File: config.mk
export PLATFORM = sky130hd
export DESIGN_NAME = ccc_charge_ctrl
export DESIGN_NICKNAME = d
export VERILOG_FILES = /design/src/rtl/ccc_charge_ctrl.v
export VERILOG_INCLUDE_DIRS = /design/src /design/src/rtl
export SDC_FILE = /design/constraint.sdc
export NUM_CORES = 1
export LEC_CHECK = 0
export BUFFER_PORTS_ARGS = -buffer_cell sky130_fd_sc_hd__clkbuf_2
export CORE_MARGIN = 4
export CORE_UTILIZATION = 35
export DETAILED_ROUTE_END_ITERATION = 8
export GPL_TIMING_DRIVEN = 0
export MAX_ROUTING_LAYER = met4
export PLACE_DENSITY_LB_ADDON = 0.12
export SKIP_CTS_REPAIR_TIMING = 1
export SLEW_MARGIN = 20
export SYNTH_ARGS = -nofsm -noshare
export SYNTH_HDL_FRONTEND = slang
export SYNTH_SLANG_ARGS = --single-unit
File: constraint.sdc
create_clock -name clock -period 5.9 [get_ports clock]
set_clock_uncertainty 0.15 [all_clocks]
set_input_delay 1.18 -clock clock [delete_from_list [all_inputs] [get_ports clock]]
set_output_delay 1.18 -clock clock [all_outputs]
set_load 0.01 [all_outputs]
File: src/rtl/ccc_charge_regs.vh
/*
 * Register map, field positions, reset values and timing constants
 * for the charge cycle controller. Definitions only.
 */
`ifndef CCC_CHARGE_REGS_VH
`define CCC_CHARGE_REGS_VH

// Byte offsets on the register bus
`define CCC_OFF_CTRL 4'h0
`define CCC_OFF_VSET 4'h4
`define CCC_OFF_ISET 4'h8
`define CCC_OFF_TMR 4'hC
`define CCC_ADDR_STAT 5'h10

// Control register fields
`define CCC_CTRL_EN 0
`define CCC_CTRL_TERM 1
`define CCC_CTRL_IND_DIS 2
`define CCC_CTRL_MASK 3
`define CCC_CTRL_TMR_EN 4
`define CCC_CTRL_HALF_EN 5
`define CCC_CTRL_RESTORE 6
`define CCC_CTRL_RECHG 9:8
`define CCC_CTRL_WARM_V 11:10
`define CCC_CTRL_WARM_I 12
`define CCC_CTRL_COOL_I 14:13

// Timer register fields
`define CCC_TMR_HOURS 4:0
`define CCC_TMR_TOPOFF 15:8

// Reset values
`define CCC_CTRL_RST 16'h0033
`define CCC_VSET_RST 14'd8400
`define CCC_ISET_RST 12'd1500
`define CCC_TMR_RST 16'h000C

// Fixed currents and warm voltages, mA and mV
`define CCC_TRICKLE_MA 12'd100
`define CCC_PRECHG_MA 12'd150
`define CCC_WARM_V1_MV 14'd8000
`define CCC_WARM_V2_MV 14'd8300

// Timing
`define CCC_CLK_HZ 20000000
`define CCC_PRECHG_HOURS 5'd2
`define CCC_SEC_PER_HOUR 17'd3600
`define CCC_SEC_PER_MIN 14'd60
`define CCC_BLINK_TICKS 1

`endif

File: src/rtl/ccc_charge_ctrl.v
/*
 * Charge cycle controller: phase sequencing, termination, recharge,
 * safety, pre-charge and top-off timers, temperature zone limits,
 * indicator pin, host event pulse and an AXI4-Lite register slave.
 * Assumes analog comparators and regulators outside, on their own
 * timing, and one 20 MHz clock with an active-low async reset.
 */
`timescale 1ns/1ps
`include "ccc_charge_regs.vh"

module ccc_charge_ctrl #(
    parameter TICK_CYCLES = `CCC_CLK_HZ
) (
    // Clock and reset
    input wire clock,
    input wire rstn,
    // AXI4-Lite write
    input wire [4:0] awaddr,
    input wire awvalid,
    output wire awready,
    input wire [31:0] wdata,
    input wire [3:0] wstrb,
    input wire wvalid,
    output wire wready,
    output reg [1:0] bresp,
    output reg bvalid,
    input wire bready,
    // AXI4-Lite read
    input wire [4:0] araddr,
    input wire arvalid,
    output wire arready,
    output reg [31:0] rdata,
    output reg [1:0] rresp,
    output reg rvalid,
    input wire rready,
    // Pins and analog flags, asynchronous
    input wire permitN,
    input wire converterOn,
    input wire belowShort,
    input wire belowLow,
    input wire belowRecharge,
    input wire currentBelowTerm,
    input wire inputRegActive,
    input wire thermalRegActive,
    input wire voltRegActive,
    input wire tsInWindow,
    input wire tsWarm,
    input wire tsCool,
    input wire supplementReq,
    // Analog targets and power switch
    output reg [13:0] targetVoltage,
    output reg [11:0] targetCurrent,
    output reg [1:0] rechargeSelect,
    output reg batterySwitchOn,
    // Indicator pin and host event
    output reg statOut,
    output reg statOe,
    output reg intPulse
);
    localparam S_IDLE = 3'd0;
    localparam S_TRICKLE = 3'd1;
    localparam S_PRE = 3'd2;
    localparam S_FAST = 3'd3;
    localparam S_TAPER = 3'd4;
    localparam S_TOPOFF = 3'd5;
    localparam S_DONE = 3'd6;
    localparam S_FAULT = 3'd7;
    localparam NSYNC = 13;

    // Three-stage synchronisers, a change counts when stages two and three agree
    wire [NSYNC-1:0] rawIn = {supplementReq, tsCool, tsWarm, tsInWindow, voltRegActive, thermalRegActive,
        inputRegActive, currentBelowTerm, belowRecharge, belowLow, belowShort, converterOn, permitN};
    wire [NSYNC-1:0] fil;
    genvar g;
    generate
        for (g = 0; g < NSYNC; g = g + 1) begin : gSync
            reg s1_reg, s2_reg, s3_reg, f_reg;
            always @(posedge clock or negedge rstn) begin
                if (!rstn) begin
                    s1_reg <= 1'b0;
                    s2_reg <= 1'b0;
                    s3_reg <= 1'b0;
                    f_reg <= 1'b0;
                end else begin
                    s1_reg <= rawIn[g];
                    s2_reg <= s1_reg;
                    s3_reg <= s2_reg;
                    if (s2_reg == s3_reg) f_reg <= s3_reg;
                end
            end
            assign fil[g] = f_reg;
        end
    endgenerate
    wire pPermitN = fil[0];
    wire pConv = fil[1];
    wire pShort = fil[2];
    wire pLow = fil[3];
    wire pRechg = fil[4];
    wire pCurTerm = fil[5];
    wire regActive = fil[6] | fil[7];
    wire pVreg = fil[8];
    wire pWin = fil[9];
    wire pWarm = fil[10];
    wire pCool = fil[11];
    wire pSupp = fil[12];

    // Registers
    reg [15:0] ctrl_reg;
    reg [13:0] vset_reg;
    reg [11:0] iset_reg;
    reg [15:0] tmr_reg;
    reg [2:0] state_reg;
    reg timerFault_reg;

    // AXI write channel: address and data taken in either order
    reg awHeld_reg, wHeld_reg;
    reg [4:0] awAddr_reg;
    reg [31:0] wData_reg;
    reg [3:0] wStrb_reg;
    assign awready = !awHeld_reg && !bvalid;
    assign wready = !wHeld_reg && !bvalid;
    assign arready = !rvalid;
    wire [4:0] wa = awHeld_reg ? awAddr_reg : awaddr;
    wire [31:0] wd = wHeld_reg ? wData_reg : wdata;
    wire [3:0] ws = wHeld_reg ? wStrb_reg : wstrb;
    wire haveAw = awHeld_reg || (awvalid && awready);
    wire haveW = wHeld_reg || (wvalid && wready);
    wire doWrite = haveAw && haveW;
    wire [15:0] bmask = {{8{ws[1]}}, {8{ws[0]}}};
    wire wrMapped = (wa[4] == 1'b0) && (wa[1:0] == 2'b00);
    wire wrCtrl = doWrite && wrMapped && (wa[3:0] == `CCC_OFF_CTRL);
    wire wrVset = doWrite && wrMapped && (wa[3:0] == `CCC_OFF_VSET);
    wire wrIset = doWrite && wrMapped && (wa[3:0] == `CCC_OFF_ISET);
    wire wrTmr = doWrite && wrMapped && (wa[3:0] == `CCC_OFF_TMR);
    wire restore = wrCtrl && bmask[`CCC_CTRL_RESTORE] && wd[`CCC_CTRL_RESTORE];
    wire [15:0] ctrlMerged = (ctrl_reg & ~bmask) | (wd[15:0] & bmask);
    wire [15:0] vsetMerged = ({2'b00, vset_reg} & ~bmask) | (wd[15:0] & bmask);
    wire [15:0] isetMerged = ({4'h0, iset_reg} & ~bmask) | (wd[15:0] & bmask);
    wire [15:0] tmrMerged = (tmr_reg & ~bmask) | (wd[15:0] & bmask);

    always @(posedge clock or negedge rstn) begin
        if (!rstn) begin
            awHeld_reg <= 1'b0;
            wHeld_reg <= 1'b0;
            awAddr_reg <= 5'h00;
            wData_reg <= 32'h0000_0000;
            wStrb_reg <= 4'h0;
            bvalid <= 1'b0;
            bresp <= 2'b00;
        end else begin
            if (awvalid && awready) awAddr_reg <= awaddr;
            if (wvalid && wready) begin
                wData_reg <= wdata;
                wStrb_reg <= wstrb;
            end
            if (doWrite) begin
                awHeld_reg <= 1'b0;
                wHeld_reg <= 1'b0;
                bvalid <= 1'b1;
                bresp <= (wrCtrl || wrVset || wrIset || wrTmr) ? 2'b00 : 2'b10;
            end else begin
                awHeld_reg <= haveAw;
                wHeld_reg <= haveW;
                if (bvalid && bready) bvalid <= 1'b0;
            end
        end
    end

    // Settings; restore reloads defaults, which also disables top-off
    always @(posedge clock or negedge rstn) begin
        if (!rstn) begin
            ctrl_reg <= `CCC_CTRL_RST;
            vset_reg <= `CCC_VSET_RST;
            iset_reg <= `CCC_ISET_RST;
            tmr_reg <= `CCC_TMR_RST;
        end else if (restore) begin
            ctrl_reg <= `CCC_CTRL_RST;
            vset_reg <= `CCC_VSET_RST;
            iset_reg <= `CCC_ISET_RST;
            tmr_reg <= `CCC_TMR_RST;
        end else begin
            if (wrCtrl) ctrl_reg <= ctrlMerged;
            if (wrVset) vset_reg <= vsetMerged[13:0];
            if (wrIset) iset_reg <= isetMerged[11:0];
            if (wrTmr) tmr_reg <= tmrMerged;
        end
    end

    // Read channel; unmapped offsets answer SLVERR with zero data
    always @(posedge clock or negedge rstn) begin
        if (!rstn) begin
            rvalid <= 1'b0;
            rdata <= 32'h0000_0000;
            rresp <= 2'b00;
        end else if (arvalid && arready) begin
            rvalid <= 1'b1;
            rresp <= 2'b00;
            case (araddr)
                {1'b0, `CCC_OFF_CTRL}: rdata <= {16'h0000, ctrl_reg};
                {1'b0, `CCC_OFF_VSET}: rdata <= {18'h0_0000, vset_reg};
                {1'b0, `CCC_OFF_ISET}: rdata <= {20'h0_0000, iset_reg};
                {1'b0, `CCC_OFF_TMR}: rdata <= {16'h0000, tmr_reg};
                `CCC_ADDR_STAT: rdata <= {26'h000_0000, batterySwitchOn, statOut, timerFault_reg,
                    (state_reg == S_FAULT) ? S_IDLE : state_reg};
                default: begin
                    rdata <= 32'h0000_0000;
                    rresp <= 2'b10;
                end
            endcase
        end else if (rvalid && rready) begin
            rvalid <= 1'b0;
        end
    end

    // Control decodes
    wire chgEnable = ctrl_reg[`CCC_CTRL_EN];
    wire enabled = chgEnable && !pPermitN;
    wire warmSusp = pWarm && (ctrl_reg[`CCC_CTRL_WARM_V] == 2'd3);
    wire coolSusp = pCool && (ctrl_reg[`CCC_CTRL_COOL_I] == 2'd3);
    wire suspend = !pWin || warmSusp || coolSusp || pSupp;
    wire startOk = pConv && enabled && (iset_reg != 12'd0) && pWin && !timerFault_reg;
    wire termOk = pCurTerm && !pRechg && !regActive && ctrl_reg[`CCC_CTRL_TERM]
        && !pWarm && !pCool && !suspend;
    wire charging = (state_reg >= S_TRICKLE) && (state_reg <= S_TOPOFF);
    wire halfRate = ctrl_reg[`CCC_CTRL_HALF_EN] && regActive;

    // One-second tick; half rate passes every second tick
    reg [24:0] pre_reg;
    reg halfPhase_reg, blink_reg, enabledPrev_reg, lowPrev_reg;
    wire tick = (pre_reg == TICK_CYCLES - 1);
    wire tickEff = tick && (!halfRate || halfPhase_reg);
    wire enRise = enabled && !enabledPrev_reg;
    always @(posedge clock or negedge rstn) begin
        if (!rstn) begin
            pre_reg <= 25'd0;
            halfPhase_reg <= 1'b0;
            blink_reg <= 1'b0;
            enabledPrev_reg <= 1'b0;
            lowPrev_reg <= 1'b0;
        end else begin
            pre_reg <= tick ? 25'd0 : pre_reg + 25'd1;
            if (tick) halfPhase_reg <= !halfPhase_reg;
            if (tick) blink_reg <= !blink_reg;
            enabledPrev_reg <= enabled;
            lowPrev_reg <= pLow;
        end
    end

    // Safety and pre-charge timer in seconds
    reg [16:0] safeCnt_reg;
    wire [16:0] hours = pLow ? {12'd0, `CCC_PRECHG_HOURS} : {12'd0, tmr_reg[`CCC_TMR_HOURS]};
    wire [16:0] safeLimit = hours * `CCC_SEC_PER_HOUR;
    wire safeRun = ctrl_reg[`CCC_CTRL_TMR_EN] && charging && (state_reg != S_TOPOFF) && !suspend;
    wire safeExpire = safeRun && (safeCnt_reg >= safeLimit);
    always @(posedge clock or negedge rstn) begin
        if (!rstn) safeCnt_reg <= 17'd0;
        else if (state_reg == S_IDLE || pLow != lowPrev_reg) safeCnt_reg <= 17'd0;
        else if (safeRun && tickEff) safeCnt_reg <= safeCnt_reg + 17'd1;
    end

    // Top-off timer: latched length, cleared on enable, termination and restore
    reg [7:0] topLen_reg;
    reg [13:0] topCnt_reg;
    reg doneStat_reg;
    wire termDetect = (state_reg == S_FAST || state_reg == S_TAPER) && termOk;
    wire [13:0] topLimit = {6'd0, topLen_reg} * `CCC_SEC_PER_MIN;
    wire topExpire = (state_reg == S_TOPOFF) && (topCnt_reg >= topLimit);
    always @(posedge clock or negedge rstn) begin
        if (!rstn) begin
            topLen_reg <= 8'd0;
            topCnt_reg <= 14'd0;
            doneStat_reg <= 1'b0;
        end else begin
            doneStat_reg <= termDetect ? 1'b1 : (state_reg == S_IDLE ? 1'b0 : doneStat_reg);
            if (termDetect) topLen_reg <= tmr_reg[`CCC_TMR_TOPOFF];
            else if (restore) topLen_reg <= 8'd0;
            if (enRise || (termDetect && !doneStat_reg) || restore) topCnt_reg <= 14'd0;
            else if (state_reg == S_TOPOFF && !suspend && tickEff) topCnt_reg <= topCnt_reg + 14'd1;
        end
    end

    // Phase sequencer
    reg [2:0] state_next;
    reg event_next;
    always @* begin
        state_next = state_reg;
        event_next = 1'b0;
        case (state_reg)
            S_IDLE: begin
                if (startOk) begin
                    if (pShort) state_next = S_TRICKLE;
                    else if (pLow) state_next = S_PRE;
                    else state_next = S_FAST;
                end
            end
            S_TRICKLE: if (!pShort) state_next = S_PRE;
            S_PRE: if (!pLow) state_next = S_FAST;
            S_FAST: if (pVreg) state_next = S_TAPER;
            S_TAPER: state_next = S_TAPER;
            S_TOPOFF: begin
                if (topExpire) begin
                    state_next = S_DONE;
                    event_next = 1'b1;
                end
            end
            S_DONE: if (pRechg) state_next = S_IDLE;
            S_FAULT: state_next = S_FAULT;
            default: state_next = S_IDLE;
        endcase
        if (termDetect) begin
            state_next = (tmr_reg[`CCC_TMR_TOPOFF] != 8'd0) ? S_TOPOFF : S_DONE;
            event_next = 1'b1;
        end
        if (safeExpire) state_next = S_FAULT;
        if (!enabled || !pConv || (state_reg == S_FAULT && enRise)) state_next = S_IDLE;
    end

    always @(posedge clock or negedge rstn) begin
        if (!rstn) begin
            state_reg <= S_IDLE;
            timerFault_reg <= 1'b0;
            intPulse <= 1'b0;
        end else begin
            state_reg <= state_next;
            // A new expiry beats a clearing toggle in the same cycle
            if (safeExpire) timerFault_reg <= 1'b1;
            else if (enRise) timerFault_reg <= 1'b0;
            intPulse <= (event_next && !ctrl_reg[`CCC_CTRL_MASK]) || safeExpire;
        end
    end

    // Regulation targets per phase and temperature zone
    wire [13:0] isetWide = {2'b00, iset_reg};
    wire [13:0] i40 = (isetWide * 14'd2) / 14'd5;
    wire [13:0] i20 = isetWide / 14'd5;
    always @(posedge clock or negedge rstn) begin
        if (!rstn) begin
            targetVoltage <= `CCC_VSET_RST;
            targetCurrent <= 12'd0;
            rechargeSelect <= 2'b00;
        end else begin
            rechargeSelect <= ctrl_reg[`CCC_CTRL_RECHG];
            targetVoltage <= vset_reg;
            if (pWarm && ctrl_reg[`CCC_CTRL_WARM_V] == 2'd1) targetVoltage <= `CCC_WARM_V1_MV;
            if (pWarm && ctrl_reg[`CCC_CTRL_WARM_V] == 2'd2) targetVoltage <= `CCC_WARM_V2_MV;
            if (!charging || suspend) targetCurrent <= 12'd0;
            else if (state_reg == S_TRICKLE) targetCurrent <= `CCC_TRICKLE_MA;
            else if (state_reg == S_PRE) targetCurrent <= `CCC_PRECHG_MA;
            else if (pWarm && ctrl_reg[`CCC_CTRL_WARM_I]) targetCurrent <= i40[11:0];
            else if (pCool && ctrl_reg[`CCC_CTRL_COOL_I] == 2'd1) targetCurrent <= i40[11:0];
            else if (pCool && ctrl_reg[`CCC_CTRL_COOL_I] == 2'd2) targetCurrent <= i20[11:0];
            else targetCurrent <= iset_reg;
        end
    end

    // Indicator pin and battery switch; done state releases the battery unless supplement is requested
    wire chgFault = timerFault_reg || (enabled && !pWin);
    always @(posedge clock or negedge rstn) begin
        if (!rstn) begin
            statOut <= 1'b1;
            statOe <= 1'b0;
            batterySwitchOn <= 1'b1;
        end else begin
            statOe <= !ctrl_reg[`CCC_CTRL_IND_DIS];
            if (chgFault) statOut <= blink_reg;
            else statOut <= !charging || (state_next == S_TOPOFF);
            batterySwitchOn <= (state_reg != S_DONE) || pSupp;
        end
    end
endmodule // ccc_charge_ctrl

Word-level counts from Yosys, hierarchy flattened
Index checks and enable logic that the tools add are counted.
Widths: inputs -> output; s select.

operators by class
  $lt $le $gt $ge = 4
  bitwise logic cells = 12
  add/subtract/negate cells = 3
  equal/unequal tests = 38
  $mul = 2
  muxes and demuxes = 58
  divide/modulo/power cells = 2
  reductions and logical operators = 111

operator list
  kind                   number
  $mux 12                8
  $mux 14                6
  $mux 16                5
  $pmux 16 s5            1
  $logic_and 1x1->1      51
  $and 16x16->16         3
  $mux 17                2
  $or 16x16->16          2
  $mux 3                 10
  $add 25x1->25 const B  1
  $eq 25x25->1 const B   1
  $mux 25                1
  $pmux 3 s8             1
  $logic_not 1->1        22
  $reduce_bool 2->1      11
  $logic_or 1x1->1       20
  $add 17x1->17 const B  1
  $ge 17x17->1           1
  $mux 8                 2
  $not 16->16            1
  $eq 3x3->1 const B     5
  $mux 1                 15
  $add 14x1->14 const B  1
  $and 14x14->14         1
  33 further kinds       58

word-level totals
  input port bits = 66
  output and inout bits = 73
  flip-flop bits (word level) = 278
  word-level logic and storage cells = 314

Depth between registers and ports, before layout
  word-level depth = 14
  mapped depth = 22
  gate-level depth less buffers = 20

Worst setup path before layout
OpenSTA, ideal clock, no wires.

  path type = register to register
  from = reg iset_reg[8]
  to = reg targetCurrent[1]
  arrival time = 4.126 ns
  slack = 1.487 ns
  cell stages (with the launch flop) = 16
  path buffers = 1
  period minus slack after synthesis = 4.413 ns
  data required time = 5.613 ns
  setup time = 0.137 ns
  path through = dfstp_2 buf_2 nor2b_1 a221oi_2 a31oi_1 or4_4 a221oi_4 nand2_2 o221a_1 o32a_1 or4_1 and4_4 maj3_2 a221o_1 a221oi_2 nor4b_1

between the ends
  cells in the longest elaborated chain, start to end = 7
  elaborated cells between the ends (all ways) = 8
  classes of those cells = div: 2; mux: 6

RTL lines
  item                                                   line                   source
  from (decl)                                            ccc_charge_ctrl.v:110  reg [11:0] iset_reg;
  from (signal assigned)                                 ccc_charge_ctrl.v:174  iset_reg <= `CCC_ISET_RST;
  from (signal assigned)                                 ccc_charge_ctrl.v:179  iset_reg <= `CCC_ISET_RST;
  from (signal assigned)                                 ccc_charge_ctrl.v:184  if (wrIset) iset_reg <= isetMerged[11:0];
  branches (longest 3 deep; another with $div 13x3->14)  -
  $mux 12 (*)                                            ccc_charge_ctrl.v:349  else if (pWarm && ctrl_reg[`CCC_CTRL_WARM_I]) targetCurrent <= i40[11:0];
  $mux 12 (*)                                            ccc_charge_ctrl.v:348  else if (state_reg == S_PRE) targetCurrent <= `CCC_PRECHG_MA;
  $mux 12 (*)                                            ccc_charge_ctrl.v:347  else if (state_reg == S_TRICKLE) targetCurrent <= `CCC_TRICKLE_MA;
  $mux 12 (*)                                            ccc_charge_ctrl.v:346  if (!charging || suspend) targetCurrent <= 12'd0;
  to (signal assigned)                                   ccc_charge_ctrl.v:347
  to (signal assigned)                                   ccc_charge_ctrl.v:348
  to (signal assigned)                                   ccc_charge_ctrl.v:349
  to (decl)                                              ccc_charge_ctrl.v:52   output reg [11:0] targetCurrent,

Every way passes the cells marked *.
A chain may end at the register's enable or synchronous reset.

Worst setup path in the final report
Ends and elaborated chain as after synthesis.

==> out/results.tsv <==
stage	metric	value	unit
yosys	number of synthesized flops with an enable pin	0	
clocking	clk sinks	260	
setup_path	Crit. End Element	flip-flop	
yosys	Syn Inst Count	1485	
yosys	dominant cell type by area after synthesis	dfrtp_1	
pwr	maximum vdd ir drop	0.000309	V
timing	Setup WS post-layout	0.334	ns
setup_path	startpoint types	flip-flop	
timing	Relative slew margins	27.7	%
yosys	Yosys reg bits	260	
detailed_routing	Iteration-0 DRC Markers	879	
timing	post-layout minimum cycle time	5.57	ns
floorplanning	total core area	40900	µm²
placed_design	Placed Instances	2139	
grt	first-pass GRT wire length	65.8	mm
yosys	Primary FF master, synth	dfrtp_1	
timing	final setup violation count	0	
yosys	Post-Syn Area	14500	µm²
detailed_routing	Pre-antenna DRT Iters	5	
grt	GRT overflow	0	
setup_path	Slowest Stage Delay on Critical Path	0.51	ns
floorplanning	initial core utilization	35.4	%
yosys	largest family of logic cells by synthesized area	compound AO/OA/AOI/OAI gates	
final_layout	Finished Core Util	41.2	%
clocking	clock slew at reported path FFs	0.06	ns
clocking	TritonCTS Buffers	30	
setup_path	Worst Setup Path Type	reg2reg	
yosys	Compound-Gate Fraction of Synth Area	17.8	%
floorplanning	num rows	74	
placed_design	routability cong.	0.909	
clocking	Max Root-Sink Buffers	3	
timing	final hold viol count	0	
yosys	post-synthesis sequential area ratio	45.1	%
final_layout	nets@finish	1786	
clocking	insertion delay to the later sink of the worst-skew pair	0.59	ns
timing	Worst Tran Pin Value	1.08	ns
timing	post-route clock period utilization	94.3	%
placed_design	number of port buffers	102	
placed_design	Final HPWL DP	31.3	mm
final_layout	n_diodes	0	
yosys	Cell variety after synth	93	
worst_hold_path	Hold Crit Class	reg2reg	
timing	Final Max Tran Viols	0	
detailed_routing	DRC Markers	0	
setup_path	Worst EP required	6.17	ns
setup_path	worst path cell trace	buf_2, buf_2, buf_1, o21ai_0, o2bb2ai_1, o311a_1, a221oi_4, nand2_2, o221a_1, or3_1, o221ai_1, o21a_1, inv_1, ha_1, inv_1, a41oi_1, o41ai_1, a211oi_1, a211oi_1, a221oi_2, nor4b_1	
job	maxcap violations	0	
yosys	Post-Synth XOR/XNOR Area	3.80	%
timing	Setup TNS	0	ns
pwr	LEAKAGE	7.46	nW
setup_path	Slowest-stage cell, CP	dfstp_2	
placed_design	Setup WS pre-CTS	0.420	ns
floorplanning	chip height	211	µm
grt	Global Route Usage Sum	18.9	%
yosys	Synth Area in Simple Gates	16.2	%
grt	initial antenna violation count	1	
clocking	CTS tree	yes	
detailed_routing	via count	11713	
clocking	Root Buffer	clkbuf_16	
setup_path	Arrival @ worst endpoint	5.83	ns
detailed_routing	drt total wl	42.1	mm
status	outcome	finished clean	
grt	vias in the first global route	11440	
final_layout	fillcell total	4065	
yosys	Area contributors post-synth	dfrtp_1 41%, ha_1 5.6%, nor2_1 4.3%	
yosys	post-synth top area share	40.9	%
setup_path	Top delay family on crit path	compound AO/OA/AOI/OAI gates	
yosys	async set-reset flop share out of synthesis	100	%
yosys	Ys Warns	0	
timing	RSZ-0062 raised after global routing	false	
final_layout	max FFs per register	25	
yosys	mux cell area share after synthesis	3.91	%
pwr	pwr dens	542	nW/µm²
yosys	Adder-Cell Fraction of Synth Area	8.87	%
detailed_routing	DR WL/cell	19.2	µm
setup_path	buffer and inverter count on the worst path	5	
floorplanning	die width	211	µm
grt	maximum number of pins on one net before global-route repair	85	
final_layout	post-route insts no fill	2195	
detailed_routing	Post-DRT Antenna Nets	0	
timing	f_max	180	MHz
floorplanning	die footprint	44700	µm²
final_layout	growth of design area from synthesis to finish	16.5	%
yosys	syn_area_per_cell	9.76	µm²
setup_path	crit-path max FO	10	
final_layout	layout cells sized above 1	16.1	%
detailed_routing	Via density	5.34	
floorplanning	# IOs	139	
clocking	H-Tree Level Count	1	
-- cell usage in the layout (no fill, tap or decap), types with 24 or more instances in the layout --
cell type | netlist | final
clkbuf_16 | 0 | 30
a21oi_1 | 68 | 68
dfrtp_1 | 237 | 237
clkbuf_2 | 0 | 101
o21ai_0 | 89 | 89
nand2_1 | 149 | 149
mux2_2 | 29 | 29
ha_1 | 65 | 65
mux2i_1 | 24 | 24
inv_1 | 53 | 53
nor2_1 | 165 | 165
xor2_1 | 35 | 35
nand3_1 | 29 | 29
xnor2_1 | 26 | 26
clkbuf_1 | 48 | 51
-- layout make-up --
type / instances / area, µm² / area share (%)
Sequential cell: 260 / 6540 / 38.7
Tap cell: 532 / 666 / 3.94
Multi-Input combinational cell: 1101 / 7400 / 43.8
Inverter: 55 / 206 / 1.22
Clock buffer: 39 / 845 / 5.00
Buffer: 86 / 417 / 2.47
Timing Repair Buffer: 105 / 602 / 3.57
Clock inverter: 17 / 208 / 1.23
-- metrics by stage --
step,total power (W),instance area (µm²),hold slack (ns)
after floorplan,0.00593,14600,0.181
after global placement,0.00709,15700,0.183
after detailed placement,0.00717,15800,0.185
after CTS,0.00920,16900,0.198
after global routing,0.00984,16900,0.203
final,0.00914,16900,0.195
-- cells in the mapped netlist (22+ instances only) --
library cell / count
a21oi_1: 68
clkbuf_1: 48
dfrtp_1: 237
dfstp_2: 23
ha_1: 65
inv_1: 53
mux2_2: 29
mux2i_1: 24
nand2_1: 149
nand3_1: 29
nor2_1: 165
o21a_1: 22
o21ai_0: 89
xnor2_1: 26
xor2_1: 35
-- report_power, final --
part	switching, W	total (W)	internal, W
clock network	0.000787	0.00197	0.00118
logic	0.00276	0.00469	0.00193
registers	0.000330	0.00248	0.00215
total	0.00388	0.00914	0.00527
-- path summary, 6_finish.rpt --
check	end	slack, ns	startpoint	depth (start not counted)
worst max-delay path	targetCurrent[1]	0.33	iset_reg[8]	21
worst min-delay path	gSync[6].s2_reg	0.20	gSync[6].s1_reg	0
worst max register to register	targetCurrent[1]	0.33	iset_reg[8]	21
worst min register to register	gSync[6].s2_reg	0.20	gSync[6].s1_reg	0
max in group asynchronous	targetVoltage[6]	4.08	rstn	3
min in group asynchronous	rdata[4]	0.42	rstn	1
-- routing by layer --
layer | vias to the layer above | GRT usage [%] | wire (µm)
met5 | - | - | 0
met4 | 0 | 4.78 | 923
met3 | 57 | 2.95 | 2290
met2 | 306 | 27.3 | 18300
met1 | 5753 | 27.9 | 20600
li1 | 5597 | - | -
-- logic make-up after synthesis --
kind of cell | after synthesis
adders and majority gates | 96
DFF | 260
buffers and inverters | 141
AOI/OAI and AO/OA | 373
muxes | 53
xor gates and xnor gates | 62
and+or+nand+nor | 499
other | 1
-- worst reg2reg max path, cell delays in order (launching register included) --
cell and delay [ns]:
dfstp_2 0.51, buf_2 0.19, buf_2 0.26, buf_1 0.51, o21ai_0 0.20, o2bb2ai_1 0.19
o311a_1 0.16, a221oi_4 0.39, nand2_2 0.17, o221a_1 0.16, or3_1 0.38, o221ai_1 0.27
o21a_1 0.33, inv_1 0.16, ha_1 0.22, inv_1 0.07, a41oi_1 0.04, o41ai_1 0.14
a211oi_1 0.15, a211oi_1 0.31, a221oi_2 0.06, nor4b_1 0.38
Note: power is estimated with default switching activity, not from simulation.
